File: src/core/mcma_pkg.sv
// Shared constants and carrier types for the macrocell access block.
// Assumes every user of it names items as mcma_pkg::name.
package mcma_pkg;

    localparam int NUM_OMC = 16;
    localparam int NUM_IMC = 24;
    localparam int GRP_BITS = 8;
    localparam int NUM_NIBBLE = 6;

    // Offsets inside the configuration I/O space.
    localparam logic [7:0] OFS_CELL_GRP_ONE = 8'h20;
    localparam logic [7:0] OFS_CELL_GRP_TWO = 8'h21;
    localparam logic [7:0] OFS_MASK_AB = 8'h22;
    localparam logic [7:0] OFS_MASK_BC = 8'h23;
    localparam logic [7:0] OFS_INPUT_A = 8'h24;
    localparam logic [7:0] OFS_INPUT_B = 8'h25;
    localparam logic [7:0] OFS_INPUT_C = 8'h26;
    localparam logic [7:0] OFS_PORT_A_OUT = 8'h27;

    localparam logic [7:0] MASK_RESET = 8'h00;
    localparam logic [7:0] PORT_A_RESET = 8'h00;

    typedef enum logic [2:0] {
        MCMA_IMC_PASS = 3'b001,
        MCMA_IMC_LATCH = 3'b010,
        MCMA_IMC_REG = 3'b100
    } mcma_imc_mode_t;

    typedef struct packed {
        logic cs;
        logic [7:0] addr;
        logic wrN;
        logic rdN;
        logic ale;
        logic [7:0] data;
    } mcma_bus_t;

    typedef struct packed {
        logic [15:0] ptD;
        logic [15:0] ptClk;
        logic [15:0] ptPreset;
        logic [15:0] ptClear;
        logic [15:0] useLogicClk;
        logic [15:0] ptOe;
    } mcma_omc_term_t;

    typedef struct packed {
        logic [15:0] dirBit;
        logic [15:0] pinOutput;
        logic [15:0] hasEnable;
        logic [15:0] internalNode;
    } mcma_omc_cfg_t;

    typedef struct packed {
        logic slvCsN;
        logic slvRdN;
        logic slvWrN;
    } mcma_slave_t;

endpackage : mcma_pkg

File: src/core/mcma_input_cells.sv
// The 24 input cells: latch, edge register or pass-through per cell.
// Assumes enables arrive synchronous to refClk, already selected.
`timescale 1ns/1ps
module mcma_input_cells (
    // Clock and reset
    input wire logic refClk,
    input wire logic srst,
    // Cell inputs
    input wire logic [23:0] portIn,
    input wire logic [23:0] cellEnable,
    input wire mcma_pkg::mcma_imc_mode_t cellMode [24],
    // Cell outputs
    output logic [23:0] cellOut
);

    typedef struct packed {
        logic [23:0] prevEn;
        logic [23:0] held;
    } mcma_imc_state_t;

    mcma_imc_state_t st;
    mcma_imc_state_t next_st;

    always_comb begin
        next_st = st;
        next_st.prevEn = cellEnable;
        for (int i = 0; i < mcma_pkg::NUM_IMC; i++) begin
            case (cellMode[i])
                mcma_pkg::MCMA_IMC_PASS: begin
                    next_st.held[i] = portIn[i];
                end
                mcma_pkg::MCMA_IMC_LATCH: begin
                    if (cellEnable[i]) begin
                        next_st.held[i] = portIn[i];
                    end
                end
                mcma_pkg::MCMA_IMC_REG: begin
                    if (cellEnable[i] && !st.prevEn[i]) begin
                        next_st.held[i] = portIn[i];
                    end
                end
                default: begin
                    next_st.held[i] = portIn[i];
                end
            endcase
        end
    end

    always_ff @(posedge refClk) begin
        if (srst) begin
            st <= '0;
            // A register enable that is already high is no edge after reset.
            st.prevEn <= cellEnable;
        end else begin
            st <= next_st;
        end
    end

    assign cellOut = st.held;

endmodule : mcma_input_cells

File: src/core/mcma_access.sv
// Processor access to the output and input macrocells of the logic array.
// Assumes all inputs are synchronous to refClk and the address decoder
// supplies the configuration-space select on the bus carrier.
`timescale 1ns/1ps
module mcma_access (
    // Clock and reset
    input wire logic refClk,
    input wire logic srst,
    // Processor bus
    input wire mcma_pkg::mcma_bus_t bus,
    output logic [7:0] busDataOut,
    output logic busDataOe,
    // Configuration choices
    input wire logic cfgLevelLoad,
    input wire logic cfgMailbox,
    input wire logic cfgCtlTwoUnused,
    input wire mcma_pkg::mcma_omc_cfg_t omcCfg,
    // Output cell terms from the logic array
    input wire mcma_pkg::mcma_omc_term_t omcTerm,
    input wire logic logicClockInput,
    // Output cell results
    output logic [15:0] cellFeedback,
    output logic [15:0] pinOut,
    output logic [15:0] pinOe,
    // Input cells
    input wire logic [23:0] portIn,
    input wire logic [23:0] cellSelAle,
    input wire logic [5:0] ptLatch,
    input wire mcma_pkg::mcma_imc_mode_t cellMode [24],
    output logic [23:0] inputCellOut,
    // Mailbox slave side
    input wire mcma_pkg::mcma_slave_t slave,
    output logic slaveRdTerm,
    output logic slaveWrTerm,
    output logic [7:0] portADrive,
    output logic portAOe,
    // Control pin two
    input wire logic controlPinTwo,
    output logic ctlTwoToArray
);

    typedef struct packed {
        logic [15:0] cellQ;
        logic [7:0] maskAb;
        logic [7:0] maskBc;
        logic [7:0] portAOut;
        logic wrPrev;
        logic wrCs;
        logic [7:0] wrAddr;
        logic [7:0] wrData;
        logic [15:0] ptClkPrev;
        logic logicClkPrev;
        logic [7:0] rdData;
        logic rdOe;
        logic [15:0] pinOut;
        logic [15:0] pinOe;
        logic slaveRd;
        logic slaveWr;
        logic [7:0] portADrive;
        logic portAOe;
        logic ctlTwo;
    } mcma_top_state_t;

    mcma_top_state_t st;
    mcma_top_state_t next_st;

    logic [23:0] cellEnable;
    logic [23:0] imcQ;

    // Enable selection for the input cells.
    always_comb begin
        for (int i = 0; i < mcma_pkg::NUM_IMC; i++) begin
            if (cellSelAle[i]) begin
                cellEnable[i] = bus.ale;
            end else begin
                cellEnable[i] = ptLatch[i / 4];
                if (cfgMailbox && i < mcma_pkg::GRP_BITS) begin
                    cellEnable[i] = ptLatch[i / 4] | st.slaveWr;
                end
            end
        end
    end

    mcma_input_cells inputCells (
        .refClk(refClk),
        .srst(srst),
        .portIn(portIn),
        .cellEnable(cellEnable),
        .cellMode(cellMode),
        .cellOut(imcQ)
    );

    logic loadEvt;
    logic [7:0] loadAddr;
    logic [7:0] loadData;
    logic [15:0] loadBits;
    logic [15:0] loadMask;
    logic [15:0] ffClock;
    logic logicRise;

    always_comb begin
        next_st = st;
        // Capture the strobe cycle for edge loading.
        next_st.wrPrev = bus.wrN;
        if (!bus.wrN) begin
            next_st.wrCs = bus.cs;
            next_st.wrAddr = bus.addr;
            next_st.wrData = bus.data;
        end
        if (cfgLevelLoad) begin
            loadEvt = !bus.wrN && bus.cs;
            loadAddr = bus.addr;
            loadData = bus.data;
        end else begin
            loadEvt = bus.wrN && !st.wrPrev && st.wrCs;
            loadAddr = st.wrAddr;
            loadData = st.wrData;
        end

        // Mask and mailbox registers.
        if (loadEvt) begin
            case (loadAddr)
                mcma_pkg::OFS_MASK_AB: begin
                    next_st.maskAb = loadData;
                end
                mcma_pkg::OFS_MASK_BC: begin
                    next_st.maskBc = loadData;
                end
                mcma_pkg::OFS_PORT_A_OUT: begin
                    next_st.portAOut = loadData;
                end
                default: begin
                end
            endcase
        end

        // Which cells take a processor load this cycle.
        loadBits = '0;
        if (loadEvt && loadAddr == mcma_pkg::OFS_CELL_GRP_ONE) begin
            loadBits[7:0] = ~st.maskAb;
        end
        if (loadEvt && loadAddr == mcma_pkg::OFS_CELL_GRP_TWO) begin
            loadBits[15:8] = ~st.maskBc;
        end
        loadMask = loadBits;

        // Flip-flop clocking from a term or the logic clock input.
        logicRise = logicClockInput && !st.logicClkPrev;
        next_st.logicClkPrev = logicClockInput;
        next_st.ptClkPrev = omcTerm.ptClk;
        for (int i = 0; i < mcma_pkg::NUM_OMC; i++) begin
            if (omcTerm.useLogicClk[i]) begin
                ffClock[i] = logicRise;
            end else begin
                ffClock[i] = omcTerm.ptClk[i] && !st.ptClkPrev[i];
            end
            if (loadMask[i]) begin
                next_st.cellQ[i] = loadData[i % 8];
            end else if (omcTerm.ptPreset[i]) begin
                next_st.cellQ[i] = 1'b1;
            end else if (omcTerm.ptClear[i]) begin
                next_st.cellQ[i] = 1'b0;
            end else if (ffClock[i]) begin
                next_st.cellQ[i] = omcTerm.ptD[i];
            end
        end

        // Pin drive; an internal node leaves the pin to other use.
        next_st.pinOut = next_st.cellQ;
        for (int i = 0; i < mcma_pkg::NUM_OMC; i++) begin
            next_st.pinOe[i] = !omcCfg.internalNode[i] &&
                (omcTerm.ptOe[i] || omcCfg.dirBit[i] ||
                (omcCfg.pinOutput[i] && !omcCfg.hasEnable[i]));
        end

        // Read back of cells and registers.
        next_st.rdOe = 1'b0;
        next_st.rdData = '0;
        if (bus.cs && !bus.rdN) begin
            next_st.rdOe = 1'b1;
            case (bus.addr)
                mcma_pkg::OFS_CELL_GRP_ONE: begin
                    next_st.rdData = st.cellQ[7:0];
                end
                mcma_pkg::OFS_CELL_GRP_TWO: begin
                    next_st.rdData = st.cellQ[15:8];
                end
                mcma_pkg::OFS_MASK_AB: begin
                    next_st.rdData = st.maskAb;
                end
                mcma_pkg::OFS_MASK_BC: begin
                    next_st.rdData = st.maskBc;
                end
                mcma_pkg::OFS_INPUT_A: begin
                    next_st.rdData = imcQ[7:0];
                end
                mcma_pkg::OFS_INPUT_B: begin
                    next_st.rdData = imcQ[15:8];
                end
                mcma_pkg::OFS_INPUT_C: begin
                    next_st.rdData = imcQ[23:16];
                end
                mcma_pkg::OFS_PORT_A_OUT: begin
                    next_st.rdData = st.portAOut;
                end
                default: begin
                    next_st.rdOe = 1'b0;
                end
            endcase
        end

        // Mailbox slave terms and port A drive.
        next_st.slaveRd = cfgMailbox && !slave.slvCsN
            && !slave.slvRdN;
        next_st.slaveWr = cfgMailbox && !slave.slvCsN
            && !slave.slvWrN;
        next_st.portAOe = next_st.slaveRd;
        next_st.portADrive = next_st.portAOut;

        next_st.ctlTwo = cfgCtlTwoUnused && controlPinTwo;
    end

    always_ff @(posedge refClk) begin
        if (srst) begin
            st <= '0;
            st.maskAb <= mcma_pkg::MASK_RESET;
            st.maskBc <= mcma_pkg::MASK_RESET;
            st.portAOut <= mcma_pkg::PORT_A_RESET;
            st.wrPrev <= 1'b1;
            // The clock edge detectors start at their input's level, so a clock that
            // is already high when reset ends makes no false edge.
            st.logicClkPrev <= logicClockInput;
            st.ptClkPrev <= omcTerm.ptClk;
        end else begin
            st <= next_st;
        end
    end

    assign busDataOut = st.rdData;
    assign busDataOe = st.rdOe;
    assign cellFeedback = st.cellQ;
    assign pinOut = st.pinOut;
    assign pinOe = st.pinOe;
    assign inputCellOut = imcQ;
    assign slaveRdTerm = st.slaveRd;
    assign slaveWrTerm = st.slaveWr;
    assign portADrive = st.portADrive;
    assign portAOe = st.portAOe;
    assign ctlTwoToArray = st.ctlTwo;

endmodule : mcma_access

File: config.mk
export PLATFORM = sky130hd
export DESIGN_NAME = mcma_access
export DESIGN_NICKNAME = d
export VERILOG_FILES = /design/src/core/mcma_pkg.sv /design/src/core/mcma_input_cells.sv /design/src/core/mcma_access.sv
export SDC_FILE = /design/constraint.sdc
export NUM_CORES = 1
export LEC_CHECK = 0
export BUFFER_PORTS_ARGS = -buffer_cell sky130_fd_sc_hd__buf_2
export CAP_MARGIN = 20
export CORE_AREA = 2 2 157 159
export CTS_CLUSTER_SIZE = 16
export DETAILED_ROUTE_END_ITERATION = 10
export DIE_AREA = 0 0 159 161
export HOLD_SLACK_MARGIN = 0.12
export SLEW_MARGIN = 20
export SYNTH_ARGS = -nofsm -noshare
export SYNTH_HDL_FRONTEND = slang
export SYNTH_SLANG_ARGS = --single-unit
File: constraint.sdc
create_clock -name refClk -period 3 [get_ports refClk]
set_input_delay 0.6 -clock refClk [delete_from_list [all_inputs] [get_ports refClk]]
set_output_delay 0.6 -clock refClk [all_outputs]
set_load 0.05 [all_outputs]
==> results of run 1 <==
-- how the worst max path moves through the flow --
stage | slack (ns) | end | cells after the start | from
finish | 0.67 | st[98] | 5 | cfgLevelLoad
global route | 0.55 | st[99] | 5 | cfgLevelLoad
CTS | 0.67 | st[98] | 5 | cfgLevelLoad
detailed placement | 0.25 | st[108] | 5 | cfgLevelLoad
global placement | 0.28 | st[97] | 5 | cfgLevelLoad
floorplan | 1.05 | pinOut[0] | 7 | bus[10]
-- layer usage --
layer  wire (um)  track usage [%]  part of all wire (%)  vias to the layer above
met4         318            5.537                   1.3                        2
li1            -                -                     -                     3710
met2       12200            32.85                    48                      249
met1       11210            24.15                    44                     3464
met5           7                0                 0.028                        -
met3        1553            4.520                   6.1                       20
-- through the flow --
step | hold WS (ns) | cells | instance area, um2
after floorplan | 0.4534 | 902 | 8426
after global placement | 0.4772 | 1514 | 10090
after detailed placement | 0.4843 | 1514 | 10090
after CTS | 0.2614 | 1546 | 10770
after global routing | 0.2640 | 1546 | 10770
final | 0.2821 | 1547 | 10780
-- cell type report --
| type | instances | area (um2) | area share [%] |
|---|---|---|---|
| Multi-Input combinational cell | 575 | 4362 | 40.48 |
| Clock inverter | 12 | 221.5 | 2.055 |
| Antenna cell | 1 | 2.502 | 0.02322 |
| Timing Repair Buffer | 418 | 2132 | 19.79 |
| Inverter | 46 | 172.7 | 1.602 |
| Sequential cell | 151 | 3023 | 28.05 |
| Tap cell | 324 | 405.4 | 3.762 |
| Clock buffer | 20 | 456.7 | 4.238 |
-- power by group --
part	internal, uW	leakage, uW	switching, uW
clock network	1610	0.000334	890
registers	2110	0.00125	81.5
logic	407	0.00341	630
total	4130	0.00500	1600
-- layout by cell type, fill, tap and decap left out, types with 3 or more instances in the layout --
master / count
nor3_1: 25
a2111oi_1: 3
xnor2_1: 8
a211oi_1: 32
a2111oi_2: 13
a31oi_1: 3
a21o_1: 17
buf_2: 407
nor2b_1: 44
buf_4: 10
or2_1: 9
mux2i_1: 117
nand3_1: 8
clkinv_2: 3
bufinv_16: 6
o21ai_1: 4
a311oi_1: 16
a21bo_1: 5
a21oi_1: 22
nand2b_1: 80
a2111oi_0: 16
nand2_1: 10
mux2_2: 6
o21ai_0: 14
nor3b_1: 18
xor2_1: 4
inv_1: 45
nor2_1: 51
and2_1: 3
dfxtp_1: 151
o2bb2ai_1: 8
a22o_1: 5
clkbuf_16: 17
nand3b_1: 13
-- sequential cells by signal, indices dropped and copies added, names as in the netlist --
signal and count:
busDataOe 1, busDataOut 8, ctlTwoToArray 1, inputCells.cellOut 24
inputCells.st 24, pinOe 16, pinOut 16, portADrive 8
portAOe 1, slaveWrTerm 1, st 51
-- critical path, delay by kind of cell --
kind	cells	cell delay (ns)
mux	2	0.54
compound gates	2	1.25
buf+inv	1	0.29
-- kinds of logic (layout without fill, tap and decap cells) --
family / Yosys count / after routing / synth area share [%]
other cells: 0 / 1 / 0
compound gates: 167 / 167 / 16.11
mux: 125 / 125 / 15.24
xor+xnor: 12 / 12 / 1.247
buf+inv: 176 / 496 / 12.38
flops: 151 / 151 / 35.88
simple gates: 271 / 271 / 19.14
==> qor.yml, run 1 <==
tns_ns: 0
cts_buffer_depth: 2
setup_ws_ns: 0.6653
wl_per_cell_um: 16.34
hold_buffers: 0
ys_types: 51
synth-async-reset-ratio_pct: 0
cts.sinks: 151
hold_viol_final: 0
synth_seq_area_share_pct: 35.88
grt_pass1_wl_um: 38470
finalCritPeriodShare_pct: 77.82
synth_area_leaders: "dfxtp_1, mux2i_1, buf_4"
crit_arrival_ns: 2.68
drt_iter0_markers: 417
path_cells: "buf_2 -> mux2i_1 -> a21bo_1 -> a211oi_4 -> mux2i_1"
cts_buffers: 17
synth_nets: 1218
setup_violations: 0
power_density_nw_per_um2: 531.7
cts_tree: "done"
hp-start: "omcTerm[72]"
critPathMaxStageDelay_ns: 0.68
dp.final_hpwl_um: 19950
drv_slew: 0
ys.flop_type: "dfxtp_1"
layout-drive-gt1-share_pct: 39.28
io_buffers: 408
fillers: 2411
yosys.area.top_type: "dfxtp_1"
synth.top_cell.area_share_pct: 35.88
yosys_warnings: 0
ys_seq_elements: 151
start_util_pct: 35.16
synth.most_common_cell: "dfxtp_1"
slowest_stage: "a211oi_4"
h-tree-depth: 4
grt_pass1_vias: 7128
viasPerCell: 4.813
hold_end: "st[62]"
critPathCaptureType: "flop"
drc_errors: 0
synth_edf_count: 0
place_worst_setup_slack_ns: 0.2483
p_leak_uw: 0.005000
drt_wl_total_um: 25280
clock_latency_ns: 0.43
gp_congestion: 0.8005
antenna_found_initial: 2
fmax_ghz: 0.4283
timing.rr.start: "st[80]"
grt_use_total_pct: 19.18
vdd_ir_drop_max_v: 0.0003174
die_y_um: 161
syn_area_um2: 8426
total_power_uw: 5729
critPathMostFrequentCell: "mux2i_1"
worst_slew_pin_slew_ns: 0.9758
crit_type: "in -> reg"
reg2reg_to: "st[98]"
finish.utilization_pct: 44.97
netlist_instances: 902
vias: 7445
ys_top_cells_by_count: "dfxtp_1, mux2i_1, buf_4, nand2b_1, nor2_1"
die-area_um2: 25600
r2r_cells: 4
grt_max_degree: 60
clk_pin_slew_ns: 0.06
post-cts-setup-buffers: 0
ant_nets: 0
cp.required_ns: 3.34
rows: 57
grt_setup_unrepaired: "false"
status: "completed"
cp-start-kind: "input port"
post_cts_resized: 0
overflow: 0
die_w_um: 159
syn_to_final_growth_pct: 27.89
hp-class: "in -> reg"
max_cap_violations: 0
whs_path_depth: 1
first_pass_iters: 4
clock-root-buffer: "clkbuf_16"
fin_nets: 1525
relSlewSlack_pct: 34.95
coreArea_um2: 23960
finClkSkew_ns: 0.01277
syn_avg_cell_area_um2: 9.341
r2r_slack_ns: 0.93
period_minus_slack_ns: 2.335
num_io_pins: 409
critPathMaxFanout: 18
(Power assumes the default switching activity.)
==> inputs of run 2 (changes only) <==
--- a/config.mk
+++ b/config.mk
@@ -7,10 +7,10 @@
 export LEC_CHECK = 0
 export BUFFER_PORTS_ARGS = -buffer_cell sky130_fd_sc_hd__buf_2
 export CAP_MARGIN = 20
-export CORE_AREA = 2 2 157 159
+export CORE_AREA = 2 2 159 161
 export CTS_CLUSTER_SIZE = 16
 export DETAILED_ROUTE_END_ITERATION = 10
-export DIE_AREA = 0 0 159 161
+export DIE_AREA = 0 0 161 163
 export HOLD_SLACK_MARGIN = 0.12
 export SLEW_MARGIN = 20
 export SYNTH_ARGS = -nofsm -noshare
==> constraint.sdc (replaced) <==
create_clock -name refClk -period 2.25 [get_ports refClk]
set_input_delay 0.45 -clock refClk [delete_from_list [all_inputs] [get_ports refClk]]
set_output_delay 0.45 -clock refClk [all_outputs]
set_load 0.05 [all_outputs]
==> run 2 against run 1 <==
Sequential share of layout area is 0.26 points lower. Clock power is 9.6% higher. Routed wire length is 1.2% higher. Clock skew is 0.0018 ns higher. First-iteration DRC count is 37% lower. Count of clock-buffer cells in the layout is 2 lower. Final cell count is 2.1% higher. Via count is 0.81% higher. Sequential cell count stayed put. Setup slack worse by 0.19 ns.
==> qor.yml, run 2 (synthesis results as in run 1) <==
coreArea_um2: 24670
clock_latency_ns: 0.42
cts_buffer_depth: 2
power_density_nw_per_um2: 651.1
routed.top_layer: "met5"
hold_buffers: 3
drc_errors: 0
cp.buffers_inverters: 2
antenna_found_initial: 6
setup_violations: 0
h-tree-depth: 4
max_flop_register: "st"
fillers: 2502
relSlewSlack_pct: 52.42
ant_nets: 0
critPathMaxFanout: 2
r2r_cells: 5
cp.depth: 6
cts_tree: "done"
cp-start-kind: "input port"
timing.rr.start: "st[87]"
vdd_ir_drop_max_v: 0.0002842
period_minus_slack_ns: 1.771
finClkSkew_ns: 0.01461
wl_met2_um: 12560
start_util_pct: 34.15
power.share.sequential_pct: 41.3
tns_ns: 0
post-cts-setup-buffers: 0
drv_slew: 0
die_y_um: 163
fmax_ghz: 0.5646
whs_ns: 0.1409
rows: 58
crit_family: "buffers and inverters"
layout-drive-gt1-share_pct: 40.16
dr_wl_met3_um: 1531
status: "completed"
io_buffers: 408
critPathCaptureType: "flop"
gp_congestion: 0.8054
syn_to_final_growth_pct: 29.06
critical_path.startpoint: "omcTerm[74]"
intPower_uw: 4912
hold_viol_final: 0
whs_path_depth: 1
p_sw_uw: 2168
total_power_uw: 7080
grt_pass1_vias: 7294
crit_type: "in -> reg"
cp.required_ns: 2.53
grt_use_total_pct: 18.92
wl_per_cell_um: 16.21
grt_setup_unrepaired: "false"
grt_max_degree: 38
clock-root-buffer: "clkbuf_16"
p_sw_share_pct: 30.62
crit_arrival_ns: 2.05
drt_wl_total_um: 25600
worst_slew_pin_slew_ns: 0.7137
vias: 7505
grt_pass1_wl_um: 38230
layout_common_cells: "buf_2, dfxtp_1, mux2i_1, nand2b_1, nor2_1"
path_cells: "dlygate4sd3_1 -> buf_2 -> nor3b_1 -> a2111oi_0 -> a311oi_1 -> mux2i_1"
hp-class: "in -> reg"
overflow: 0
layout_commonest_cell: "buf_2"
largest_reg_flops: 51
num_io_pins: 409
cts.sinks: 151
drt_iter0_markers: 262
fin_nets: 1548
post_cts_resized: 0
finalCritPeriodShare_pct: 78.72
slowest_stage: "dlygate4sd3_1"
critPathMaxStageDelay_ns: 0.52
hp-start: "omcTerm[71]"
die-area_um2: 26240
cts_buffers: 17
die_w_um: 161
clk_pin_slew_ns: 0.06
p_leak_uw: 0.005041
viasPerCell: 4.753
clkPwrFrac_pct: 38.7
max_cap_violations: 0
first_pass_iters: 4
wl_met1_um: 10980
combPwrFrac_pct: 20.0
dp.final_hpwl_um: 20820
run 2: power by group through the flow:
stage | Sequential (uW) | Clock (uW) | Combinational, uW
global placement | 2990 | 0 | 1400
global route | 2940 | 2910 | 1530
finish | 2920 | 2740 | 1410
CTS | 2930 | 2830 | 1430
floorplan | 2940 | 0 | 1000
detailed placement | 2990 | 0 | 1420
run 2: routing by layer:
metal	vias to the layer above	track usage, %
li1	3758	-
met1	3466	22.43
met2	244	33.63
met3	33	4.456
met4	4	6.331
met5	-	0
run 2: layout make-up:
| type | instances | area (um2) | area share [%] |
|---|---|---|---|
| sequential | 151 | 3023 | 27.80 |
| clock buffer | 18 | 429.2 | 3.947 |
| antenna | 4 | 10.01 | 0.09205 |
| inverter | 46 | 172.7 | 1.588 |
| timing repair buffer | 441 | 2337 | 21.49 |
| tap | 330 | 412.9 | 3.797 |
| multi-input combinational | 575 | 4362 | 40.11 |
| clock inverter | 14 | 127.6 | 1.174 |
run 2: final timing paths:
kind	slack (ns)	end
worst max-delay path	0.48	pinOut[10]
worst min-delay path	0.14	st[61]
worst max register to register	0.48	pinOut[9]
worst min register to register	0.49	portADrive[7]
run 2: stage by stage:
step | instance area [um2] | util, % | instances | setup slack (ns)
floorplan | 8426 | - | 902 | 0.4507
global placement | 10280 | 41.65 | 1540 | 0.1524
finish | 10870 | 44.07 | 1579 | 0.4789
detailed placement | 10280 | 41.65 | 1540 | 0.09069
global route | 10870 | 44.05 | 1577 | 0.3519
CTS | 10860 | 44.03 | 1575 | 0.4274
